`src/rtl/dlbc_pkg.sv`:
```
// Constants shared by the diagnostic LED blink code generator
package dlbc_pkg;
  // Timing of the blink codes, in milliseconds, and the clock period
  localparam int CLK_PERIOD_NS = 5;
  localparam int NS_PER_MS = 1_000_000;
  localparam int FLICK_HALF_MS = 25;
  localparam int SLOW_HALF_MS = 300;
  localparam int GAP_MS = 800;
  localparam int FLICK_HALF_CYC = FLICK_HALF_MS * NS_PER_MS / CLK_PERIOD_NS;
  localparam int SLOW_HALF_CYC = SLOW_HALF_MS * NS_PER_MS / CLK_PERIOD_NS;
  localparam int GAP_CYC = GAP_MS * NS_PER_MS / CLK_PERIOD_NS;
  // Edges of the flicker burst; even so that the burst ends dark
  localparam logic [7:0] FLICK_TOGGLES = 8'h10;

  // Output and supply fault codes: bit n-1 carries code n
  localparam int NUM_OUT_CODES = 10;
  localparam int NUM_CHANNELS = 4;
  localparam int SYNC_W = 11;
  localparam int ACK_BIT = 10;

  // Register map
  localparam logic [31:0] ADDR_STATUS = 32'h0000_0000;
  localparam logic [31:0] ADDR_INT_FAULT = 32'h0000_0004;
  localparam int ST_LATCHED_LSB = 0;
  localparam int ST_SHUTDOWN_BIT = 16;
  localparam int ST_SRC_FIRST_BIT = 17;
  localparam int IF_CODE_LSB = 0;
  localparam int IF_ARG_LSB = 8;
  localparam int IF_FIRST_BIT = 16;
  localparam int IF_SECOND_BIT = 17;
  localparam logic [1:0] RESP_OKAY = 2'h0;
  localparam logic [1:0] RESP_SLVERR = 2'h2;
endpackage

```
`src/rtl/dlbc_top.sv`:
```
// Diagnostic LED blink code generator with its register slave
//
// Local design decisions: the placing of the registers and the AXI4-Lite interface to the registers.
`timescale 1ns/1ps

// One blink report: flicker burst, code pulses, optional argument pulses, pause
module dlbc_seq
  import dlbc_pkg::*;
#(
  parameter int FLICK_HALF = FLICK_HALF_CYC,
  parameter int SLOW_HALF = SLOW_HALF_CYC,
  parameter int GAP = GAP_CYC
) (
  input wire logic clk,
  input wire logic resetn,
  input wire logic go,
  input wire logic [7:0] code,
  input wire logic [7:0] arg,
  output logic led,
  output logic idle,
  output logic done
);
  typedef enum logic [2:0] {S_IDLE, S_FLICK, S_GAP, S_ON, S_OFF, S_PAUSE} dlbc_seq_state_type;
  dlbc_seq_state_type state, next_state;
  logic [31:0] timer, next_timer;
  logic [7:0] cnt, next_cnt, a_q, next_a, b_q, next_b, target;
  logic phase, next_phase, next_led, next_done;

  assign target = phase ? b_q : a_q;
  assign idle = (state == S_IDLE);

  always_comb begin
    next_state = state;
    next_timer = timer;
    next_cnt = cnt;
    next_phase = phase;
    next_a = a_q;
    next_b = b_q;
    next_led = led;
    next_done = 1'b0;
    if (timer != '0) begin
      next_timer = timer - 32'd1;
    end else begin
      case (state)
        S_IDLE: begin
          if (go) begin
            next_a = code;
            next_b = arg;
            next_phase = 1'b0;
            next_cnt = '0;
            next_led = 1'b1;
            next_timer = 32'(FLICK_HALF - 1);
            next_state = S_FLICK;
          end
        end
        S_FLICK: begin
          next_led = ~led;
          next_cnt = cnt + 8'd1;
          next_timer = 32'(FLICK_HALF - 1);
          if (cnt == FLICK_TOGGLES - 8'd1) begin
            next_led = 1'b0;
            next_cnt = '0;
            next_timer = 32'(GAP - 1);
            next_state = S_GAP;
          end
        end
        S_GAP: begin
          if (target != '0) begin
            next_led = 1'b1;
            next_timer = 32'(SLOW_HALF - 1);
            next_state = S_ON;
          end else begin
            next_timer = 32'(GAP - 1);
            next_state = S_PAUSE;
          end
        end
        S_ON: begin
          next_led = 1'b0;
          next_cnt = cnt + 8'd1;
          next_timer = 32'(SLOW_HALF - 1);
          next_state = S_OFF;
        end
        S_OFF: begin
          if (cnt != target) begin
            next_led = 1'b1;
            next_timer = 32'(SLOW_HALF - 1);
            next_state = S_ON;
          end else if (!phase && b_q != '0) begin
            next_phase = 1'b1;
            next_cnt = '0;
            next_timer = 32'(GAP - 1);
            next_state = S_GAP;
          end else begin
            next_timer = 32'(GAP - 1);
            next_state = S_PAUSE;
          end
        end
        S_PAUSE: begin
          // Whole code ends before the caller may start another
          next_done = 1'b1;
          next_state = S_IDLE;
        end
        default: next_state = S_IDLE;
      endcase
    end
  end

  always_ff @(posedge clk or negedge resetn) begin
    if (!resetn) begin
      state <= S_IDLE;
      timer <= '0;
      cnt <= '0;
      phase <= 1'b0;
      a_q <= '0;
      b_q <= '0;
      led <= 1'b0;
      done <= 1'b0;
    end else begin
      state <= next_state;
      timer <= next_timer;
      cnt <= next_cnt;
      phase <= next_phase;
      a_q <= next_a;
      b_q <= next_b;
      led <= next_led;
      done <= next_done;
    end
  end
endmodule

// How it works
// - Channel n current or open-load fault gives flicker then n pulses.
// - Field undervoltage gives five pulses, overvoltage six, after flicker.
// - Temperature low seven, high eight, difference nine pulses, after flicker.
// - Output circuit fault gives flicker then ten pulses.
// - Output and supply faults stay latched until acknowledge input falls.
// - Internal fault forces a shutdown that acknowledge cannot clear.
// - Internal fault lights first lamp; code lamp flashes only for first microcontroller.
// - Internal report starts with flicker, then error-code count of slow pulses.
// - Then, when code and argument are both nonzero, a second slow sequence counting the error argument.
// - Internal report repeats from flicker while the fault persists.
module dlbc_top
  import dlbc_pkg::*;
#(
  parameter int FLICK_HALF = FLICK_HALF_CYC,
  parameter int SLOW_HALF = SLOW_HALF_CYC,
  parameter int GAP = GAP_CYC
) (
  input wire logic clk,
  input wire logic resetn,
  input wire logic [NUM_CHANNELS-1:0] channel_current_fault,
  input wire logic field_undervoltage,
  input wire logic field_overvoltage,
  input wire logic temp_too_low,
  input wire logic temp_too_high,
  input wire logic temp_difference,
  input wire logic output_circuit_fault,
  input wire logic err_ack,
  output logic output_fault_indicator,
  output logic internal_fault_indicator,
  output logic internal_fault_code_indicator,
  output logic shutdown,
  input wire logic [31:0] s_axi_awaddr,
  input wire logic s_axi_awvalid,
  output logic s_axi_awready,
  input wire logic [31:0] s_axi_wdata,
  input wire logic [3:0] s_axi_wstrb,
  input wire logic s_axi_wvalid,
  output logic s_axi_wready,
  output logic [1:0] s_axi_bresp,
  output logic s_axi_bvalid,
  input wire logic s_axi_bready,
  input wire logic [31:0] s_axi_araddr,
  input wire logic s_axi_arvalid,
  output logic s_axi_arready,
  output logic [31:0] s_axi_rdata,
  output logic [1:0] s_axi_rresp,
  output logic s_axi_rvalid,
  input wire logic s_axi_rready
);
  // Pin synchroniser: a change counts once stages two and three agree
  logic [SYNC_W-1:0] sync1, sync2, sync3, clean, next_clean, pins;
  logic ack_prev, ack_fall;
  logic [NUM_OUT_CODES-1:0] latched, next_latched, flags;
  logic [3:0] last_code, next_last_code, sel;
  logic out_led, out_idle, out_go;
  logic int_led, int_idle, int_go;
  logic src_first, next_src_first, next_shutdown;
  logic [7:0] err_code, next_err_code, err_arg, next_err_arg;

  assign pins = {err_ack, output_circuit_fault, temp_difference, temp_too_high, temp_too_low,
                 field_overvoltage, field_undervoltage, channel_current_fault};
  assign flags = clean[NUM_OUT_CODES-1:0];
  assign ack_fall = ack_prev && !clean[ACK_BIT];

  always_comb begin
    // Per bit, so a chattering pin cannot hold back the others
    next_clean = (sync2 & sync3) | (clean & (sync2 | sync3));
    // A fault arriving with the acknowledge edge stays latched
    next_latched = (ack_fall ? '0 : latched) | flags;
  end

  always_ff @(posedge clk or negedge resetn) begin
    if (!resetn) begin
      sync1 <= '0;
      sync2 <= '0;
      sync3 <= '0;
      clean <= '0;
      ack_prev <= 1'b0;
      latched <= '0;
    end else begin
      sync1 <= pins;
      sync2 <= sync1;
      sync3 <= sync2;
      clean <= next_clean;
      ack_prev <= clean[ACK_BIT];
      latched <= next_latched;
    end
  end

  // Next code above the one last shown, wrapping to the lowest
  always_comb begin
    sel = '0;
    for (int i = NUM_OUT_CODES; i >= 1; i--) begin
      if (latched[i-1]) begin
        sel = 4'(i);
      end
    end
    for (int i = NUM_OUT_CODES; i >= 1; i--) begin
      if (latched[i-1] && 4'(i) > last_code) begin
        sel = 4'(i);
      end
    end
    next_last_code = out_go ? sel : last_code;
  end

  assign out_go = out_idle && (latched != '0);
  assign int_go = int_idle && shutdown && src_first;

  dlbc_seq #(.FLICK_HALF(FLICK_HALF), .SLOW_HALF(SLOW_HALF), .GAP(GAP)) u_out_seq (
    .clk(clk),
    .resetn(resetn),
    .go(out_go),
    .code({4'h0, sel}),
    .arg(8'h00),
    .led(out_led),
    .idle(out_idle),
    .done()
  );

  dlbc_seq #(.FLICK_HALF(FLICK_HALF), .SLOW_HALF(SLOW_HALF), .GAP(GAP)) u_int_seq (
    .clk(clk),
    .resetn(resetn),
    .go(int_go),
    .code(err_code),
    .arg(err_arg),
    .led(int_led),
    .idle(int_idle),
    .done()
  );

  // AXI4-Lite slave: one write and one read at a time
  logic aw_full, next_aw_full, w_full, next_w_full;
  logic [31:0] aw_addr, next_aw_addr, w_data, next_w_data, next_rdata;
  logic [3:0] w_strb, next_w_strb;
  logic next_awready, next_wready, next_bvalid, next_arready, next_rvalid;
  logic [1:0] next_bresp, next_rresp;
  logic do_write, fault_first, fault_second;

  assign do_write = aw_full && w_full && !s_axi_bvalid;
  assign fault_first = w_strb[2] && w_data[IF_FIRST_BIT];
  assign fault_second = w_strb[2] && w_data[IF_SECOND_BIT];

  always_comb begin
    next_aw_full = aw_full;
    next_aw_addr = aw_addr;
    next_w_full = w_full;
    next_w_data = w_data;
    next_w_strb = w_strb;
    next_bvalid = s_axi_bvalid;
    next_bresp = s_axi_bresp;
    next_err_code = err_code;
    next_err_arg = err_arg;
    next_shutdown = shutdown;
    next_src_first = src_first;
    if (s_axi_awvalid && s_axi_awready) begin
      next_aw_full = 1'b1;
      next_aw_addr = s_axi_awaddr;
    end
    if (s_axi_wvalid && s_axi_wready) begin
      next_w_full = 1'b1;
      next_w_data = s_axi_wdata;
      next_w_strb = s_axi_wstrb;
    end
    if (s_axi_bvalid && s_axi_bready) begin
      next_bvalid = 1'b0;
    end
    if (do_write) begin
      next_aw_full = 1'b0;
      next_w_full = 1'b0;
      next_bvalid = 1'b1;
      next_bresp = RESP_OKAY;
      if (aw_addr[31:2] == ADDR_INT_FAULT[31:2]) begin
        // Report is frozen once shut down so the code stays readable
        if (!shutdown) begin
          if (w_strb[0]) next_err_code = w_data[IF_CODE_LSB +: 8];
          if (w_strb[1]) next_err_arg = w_data[IF_ARG_LSB +: 8];
          if (fault_first || fault_second) begin
            next_shutdown = 1'b1;
            next_src_first = fault_first;
          end
        end
      end else if (aw_addr[31:2] != ADDR_STATUS[31:2]) begin
        next_bresp = RESP_SLVERR;
      end
    end
    next_awready = !next_aw_full && !next_bvalid;
    next_wready = !next_w_full && !next_bvalid;
  end

  always_comb begin
    next_arready = s_axi_arready;
    next_rvalid = s_axi_rvalid;
    next_rdata = s_axi_rdata;
    next_rresp = s_axi_rresp;
    if (s_axi_rvalid && s_axi_rready) begin
      next_rvalid = 1'b0;
      next_arready = 1'b1;
    end
    if (s_axi_arvalid && s_axi_arready) begin
      next_arready = 1'b0;
      next_rvalid = 1'b1;
      next_rdata = '0;
      next_rresp = RESP_OKAY;
      if (s_axi_araddr[31:2] == ADDR_STATUS[31:2]) begin
        next_rdata[ST_LATCHED_LSB +: NUM_OUT_CODES] = latched;
        next_rdata[ST_SHUTDOWN_BIT] = shutdown;
        next_rdata[ST_SRC_FIRST_BIT] = src_first;
      end else if (s_axi_araddr[31:2] == ADDR_INT_FAULT[31:2]) begin
        next_rdata[IF_CODE_LSB +: 8] = err_code;
        next_rdata[IF_ARG_LSB +: 8] = err_arg;
        next_rdata[IF_FIRST_BIT] = shutdown && src_first;
        next_rdata[IF_SECOND_BIT] = shutdown && !src_first;
      end else begin
        next_rresp = RESP_SLVERR;
      end
    end
  end

  always_ff @(posedge clk or negedge resetn) begin
    if (!resetn) begin
      aw_full <= 1'b0;
      aw_addr <= '0;
      w_full <= 1'b0;
      w_data <= '0;
      w_strb <= '0;
      s_axi_awready <= 1'b0;
      s_axi_wready <= 1'b0;
      s_axi_bvalid <= 1'b0;
      s_axi_bresp <= RESP_OKAY;
      s_axi_arready <= 1'b0;
      s_axi_rvalid <= 1'b0;
      s_axi_rdata <= '0;
      s_axi_rresp <= RESP_OKAY;
      err_code <= '0;
      err_arg <= '0;
      shutdown <= 1'b0;
      src_first <= 1'b0;
      last_code <= '0;
      output_fault_indicator <= 1'b0;
      internal_fault_indicator <= 1'b0;
      internal_fault_code_indicator <= 1'b0;
    end else begin
      aw_full <= next_aw_full;
      aw_addr <= next_aw_addr;
      w_full <= next_w_full;
      w_data <= next_w_data;
      w_strb <= next_w_strb;
      s_axi_awready <= next_awready;
      s_axi_wready <= next_wready;
      s_axi_bvalid <= next_bvalid;
      s_axi_bresp <= next_bresp;
      // Comes up after reset so no address is taken during it
      s_axi_arready <= next_arready || (!s_axi_arready && !s_axi_rvalid);
      s_axi_rvalid <= next_rvalid;
      s_axi_rdata <= next_rdata;
      s_axi_rresp <= next_rresp;
      err_code <= next_err_code;
      err_arg <= next_err_arg;
      shutdown <= next_shutdown;
      src_first <= next_src_first;
      last_code <= next_last_code;
      output_fault_indicator <= out_led;
      internal_fault_indicator <= next_shutdown;
      internal_fault_code_indicator <= int_led && src_first;
    end
  end
endmodule

```
`config.mk`:
```
export PLATFORM = sky130hd
export DESIGN_NAME = dlbc_top
export DESIGN_NICKNAME = d
export VERILOG_FILES = /design/src/rtl/dlbc_pkg.sv /design/src/rtl/dlbc_top.sv
export SDC_FILE = /design/constraint.sdc
export NUM_CORES = 1
export LEC_CHECK = 0
export BUFFER_PORTS_ARGS = -buffer_cell sky130_fd_sc_hd__buf_2
export CELL_PAD_IN_SITES_DETAIL_PLACEMENT = 1
export CELL_PAD_IN_SITES_GLOBAL_PLACEMENT = 2
export CORE_MARGIN = 5
export CORE_UTILIZATION = 36
export CTS_BUF_LIST = sky130_fd_sc_hd__clkbuf_8
export DETAILED_ROUTE_END_ITERATION = 10
export GPL_TIMING_DRIVEN = 0
export PLACE_DENSITY = 0.87
export SLEW_MARGIN = 20
export SYNTH_ARGS = -nofsm -noshare
export SYNTH_HDL_FRONTEND = slang
export SYNTH_SLANG_ARGS = --single-unit
export TNS_END_PERCENT = 30
```
`constraint.sdc`:
```
create_clock -name clk -period 2.36 [get_ports clk]
set_input_delay 0.118 -clock clk [delete_from_list [all_inputs] [get_ports clk]]
set_output_delay 0.118 -clock clk [all_outputs]
set_load 0.01 [all_outputs]
```
==> metrics.txt <==
Synth Warn # 0; Post-synth top cells dfrtp_1 (266), mux2_2 (80), nand2_1 (72), nor2_1 (69), a21oi_1 (58); drt first pass iters 5; synth top area cells dfrtp_1 (55%), mux2_2 (7.4%), a21oi_1 (2.4%); Post-Syn Area 12,100 um^2; largest net degree at the start of global routing 86; global-route wire length before repair 58.6 mm; DIE HEIGHT 193 um; CP max stage delay 490 ps; H-Tree Depth 2; Critical-path top delay cell nor4_1; CP cell instances nor4_1, nand4_1, nor4_4, nand2_1, mux2_2; Static Leakage 7.40 nW; Layout Area Growth over Synthesis 31.2%; critical path fanouts, max 8; fin crit share 103%; Yosys cell types 77; Final ANT Viol Nets 0; final setup margin -70.9 ps; status finished, violations left; drt via density 5.21; initial antenna violation count 3; Crit Path Category register to register; # IOs 163; RD Place Congestion 0.816; clk_lat worst skew 580 ps; CTS tree yes; Synth Instances 1,068; DR DRC count 0; syn avg cell area 11.3 um^2; skew final 36.3 ps; vias after detailed routing 9,678; fin area 15,900 um^2; Synth Register Bits 266; hpwl dp 22.1 mm; clock sink count 266; failing checks negative setup slack; Hold WC Path Type input pin to asynchronous set/reset pin; Total Wirelength 37.3 mm; Worst-path clk slew 70 ps; Die ar. 37,400 um^2; Final Max Slew Viols 0; top_reg_cell synth dfrtp_1; worst-margin pin slew 726 ps; GR Overflow Total 0; Finish-stage setup viols 30; CP Data Arrival Time 2860 ps; Starting Density 36.3%; FMAX 0.411 GHz; Worst setup EP type register; type of origin of the critical path register; final hold vios 0; Max IR drop VDD 0.644 mV; Core Box Area 33,400 um^2; routed len/inst 20.1 um; starting DRC count in detailed routing 457; Rel. slew slack 51.6%; critical path required time 2790 ps; top cell type's share of synthesized area 54.9%; pwr/cell area 759 nW/um^2; Root Driver clkbuf_8; fin crit period 2430 ps; cell with the most instances after synthesis dfrtp_1; ys async rst share 100%; CTS max path bufs 3; die span in x 193 um; Place WS -564 ps; Port Buffers 127; vias in the first global route 10,759; Post-synth EDFFs 0; RSZ-0062 raised after global routing yes; DP Area 13,500 um^2; Row Count 67; max cap viols 0; cts bufs inserted 45; Nets 1,500; Seq/Total Area, Yosys 54.9%; layout cells sized above 1 31.2%; GRT Overall Usage 18.7%; dominant cell type by area after synthesis dfrtp_1
worst paths after layout:
check / from / endpoint / slack, ps / cells after the start
min in group clk: s_axi_araddr[12] / s_axi_rdata[1] / 170 / 4
max in group asynchronous: resetn / sync2[1] / 830 / 5
max reg2reg: aw_addr[3] / err_code[4] / -70 / 5
min: resetn / u_out_seq.timer[19] / 60 / 2
max: aw_addr[3] / err_code[4] / -70 / 5
min reg2reg: sync1[3] / sync2[3] / 350 / 0
sequential cells by signal, indices dropped and copies added, names as in the netlist, 3 cells and up:
| register | count |
|---|---|
| clean | 11 |
| aw_addr | 30 |
| u_out_seq.state | 3 |
| u_int_seq.state | 3 |
| sync3 | 11 |
| err_code | 8 |
| sync2 | 11 |
| err_arg | 8 |
| u_out_seq.timer | 32 |
| u_int_seq.cnt | 8 |
| s_axi_rdata | 18 |
| last_code | 4 |
| sync1 | 11 |
| u_int_seq.b_q | 8 |
| u_out_seq.a_q | 4 |
| latched | 10 |
| u_int_seq.timer | 32 |
| u_out_seq.cnt | 8 |
| u_int_seq.a_q | 8 |
| w_data | 18 |
| w_strb | 3 |
worst max-delay path, delay by kind of cell (launching register included):
family	cells	cell delay (ps)
and+or+nand+nor	4	1500
DFF	1	420
muxes	1	380
report_power, final:
group	internal [W]	switching (W)
clock	0.00228	0.00200
sequential	0.00524	0.000595
combinational	0.000964	0.000986
cell usage in the layout, fill, tap and decap left out, types with 7 or more instances in the layout:
master and instances:
nand2b_1 10, a31oi_1 7, mux2i_1 26, nand4_1 13
mux2_4 9, clkbuf_1 21, clkbuf_8 60, nor3_1 25
dlygate4sd3_1 72, a21o_1 15, nor4_1 23, nor2_1 66
a22o_1 8, o21ai_1 12, o21ai_0 37, xnor2_1 30
nor2b_1 14, and3_1 9, buf_6 8, nand2_1 69
buf_4 59, a21oi_1 54, mux2_2 80, conb_1 16
o31ai_1 7, inv_1 31, maj3_1 11, dfrtp_1 265
or3_1 11, nand3_1 14, xor2_1 21, buf_2 127
nor4_4 7
per-stage QoR:
step                      utilization [%]  hold WS [ps]  setup TNS (ps)  total power (W)  cells
after floorplan                         -          -178               0          0.00683   1083
after global placement               40.1           227        -1025810          0.00732   1658
after detailed placement             40.3          57.3          -28280          0.00746   1661
after CTS                            46.5          54.3            -995           0.0118   1831
after global routing                 47.6          82.1           -3100           0.0127   1857
final                                47.6          64.3            -918           0.0121   1857
routing by layer:
metal | wire, um | global-route usage, % | vias to the layer above
met5 | 0 | 0 | -
met4 | 1240 | 6.03 | 0
met3 | 1660 | 4.05 | 95
met2 | 19100 | 32.8 | 228
met1 | 15300 | 23.0 | 4885
li1 | - | - | 4470
logic make-up (layout without fill, tap and decap cells):
logic type,Yosys count,count (layout),share of synthesized area (%)
simple gates,329,329,14.8
buf+inv,76,399,3.18
compound gates,210,210,11.1
other cells,1,19,0.0309
xor+xnor,51,51,3.69
mux,118,118,10.7
flops,266,266,54.9
fa+ha+maj,17,17,1.53
area by class of cell:
class / instances / area, um^2
Sequential cell: 266 / 6660
Tap cell: 448 / 561
Buffer: 53 / 369
Clock buffer: 57 / 785
Multi-Input combinational cell: 741 / 5500
Inverter: 22 / 82.6
Timing Repair Buffer: 247 / 1810
Antenna cell: 3 / 7.51
Fill cell: 3646 / 17500
Clock inverter: 20 / 126
what timing repair did:
action / 4_1_cts / 5_1_grt
setup endpoints to repair: 114 / 117
pin swaps: 14 / 20
cloned: 0 / 0
hold buffers: 72 / 0
buffers inserted: 21 / 24
hold endpoints to repair: 177 / 0
resized for setup: 64 / 46
(Power assumes the default switching activity.)
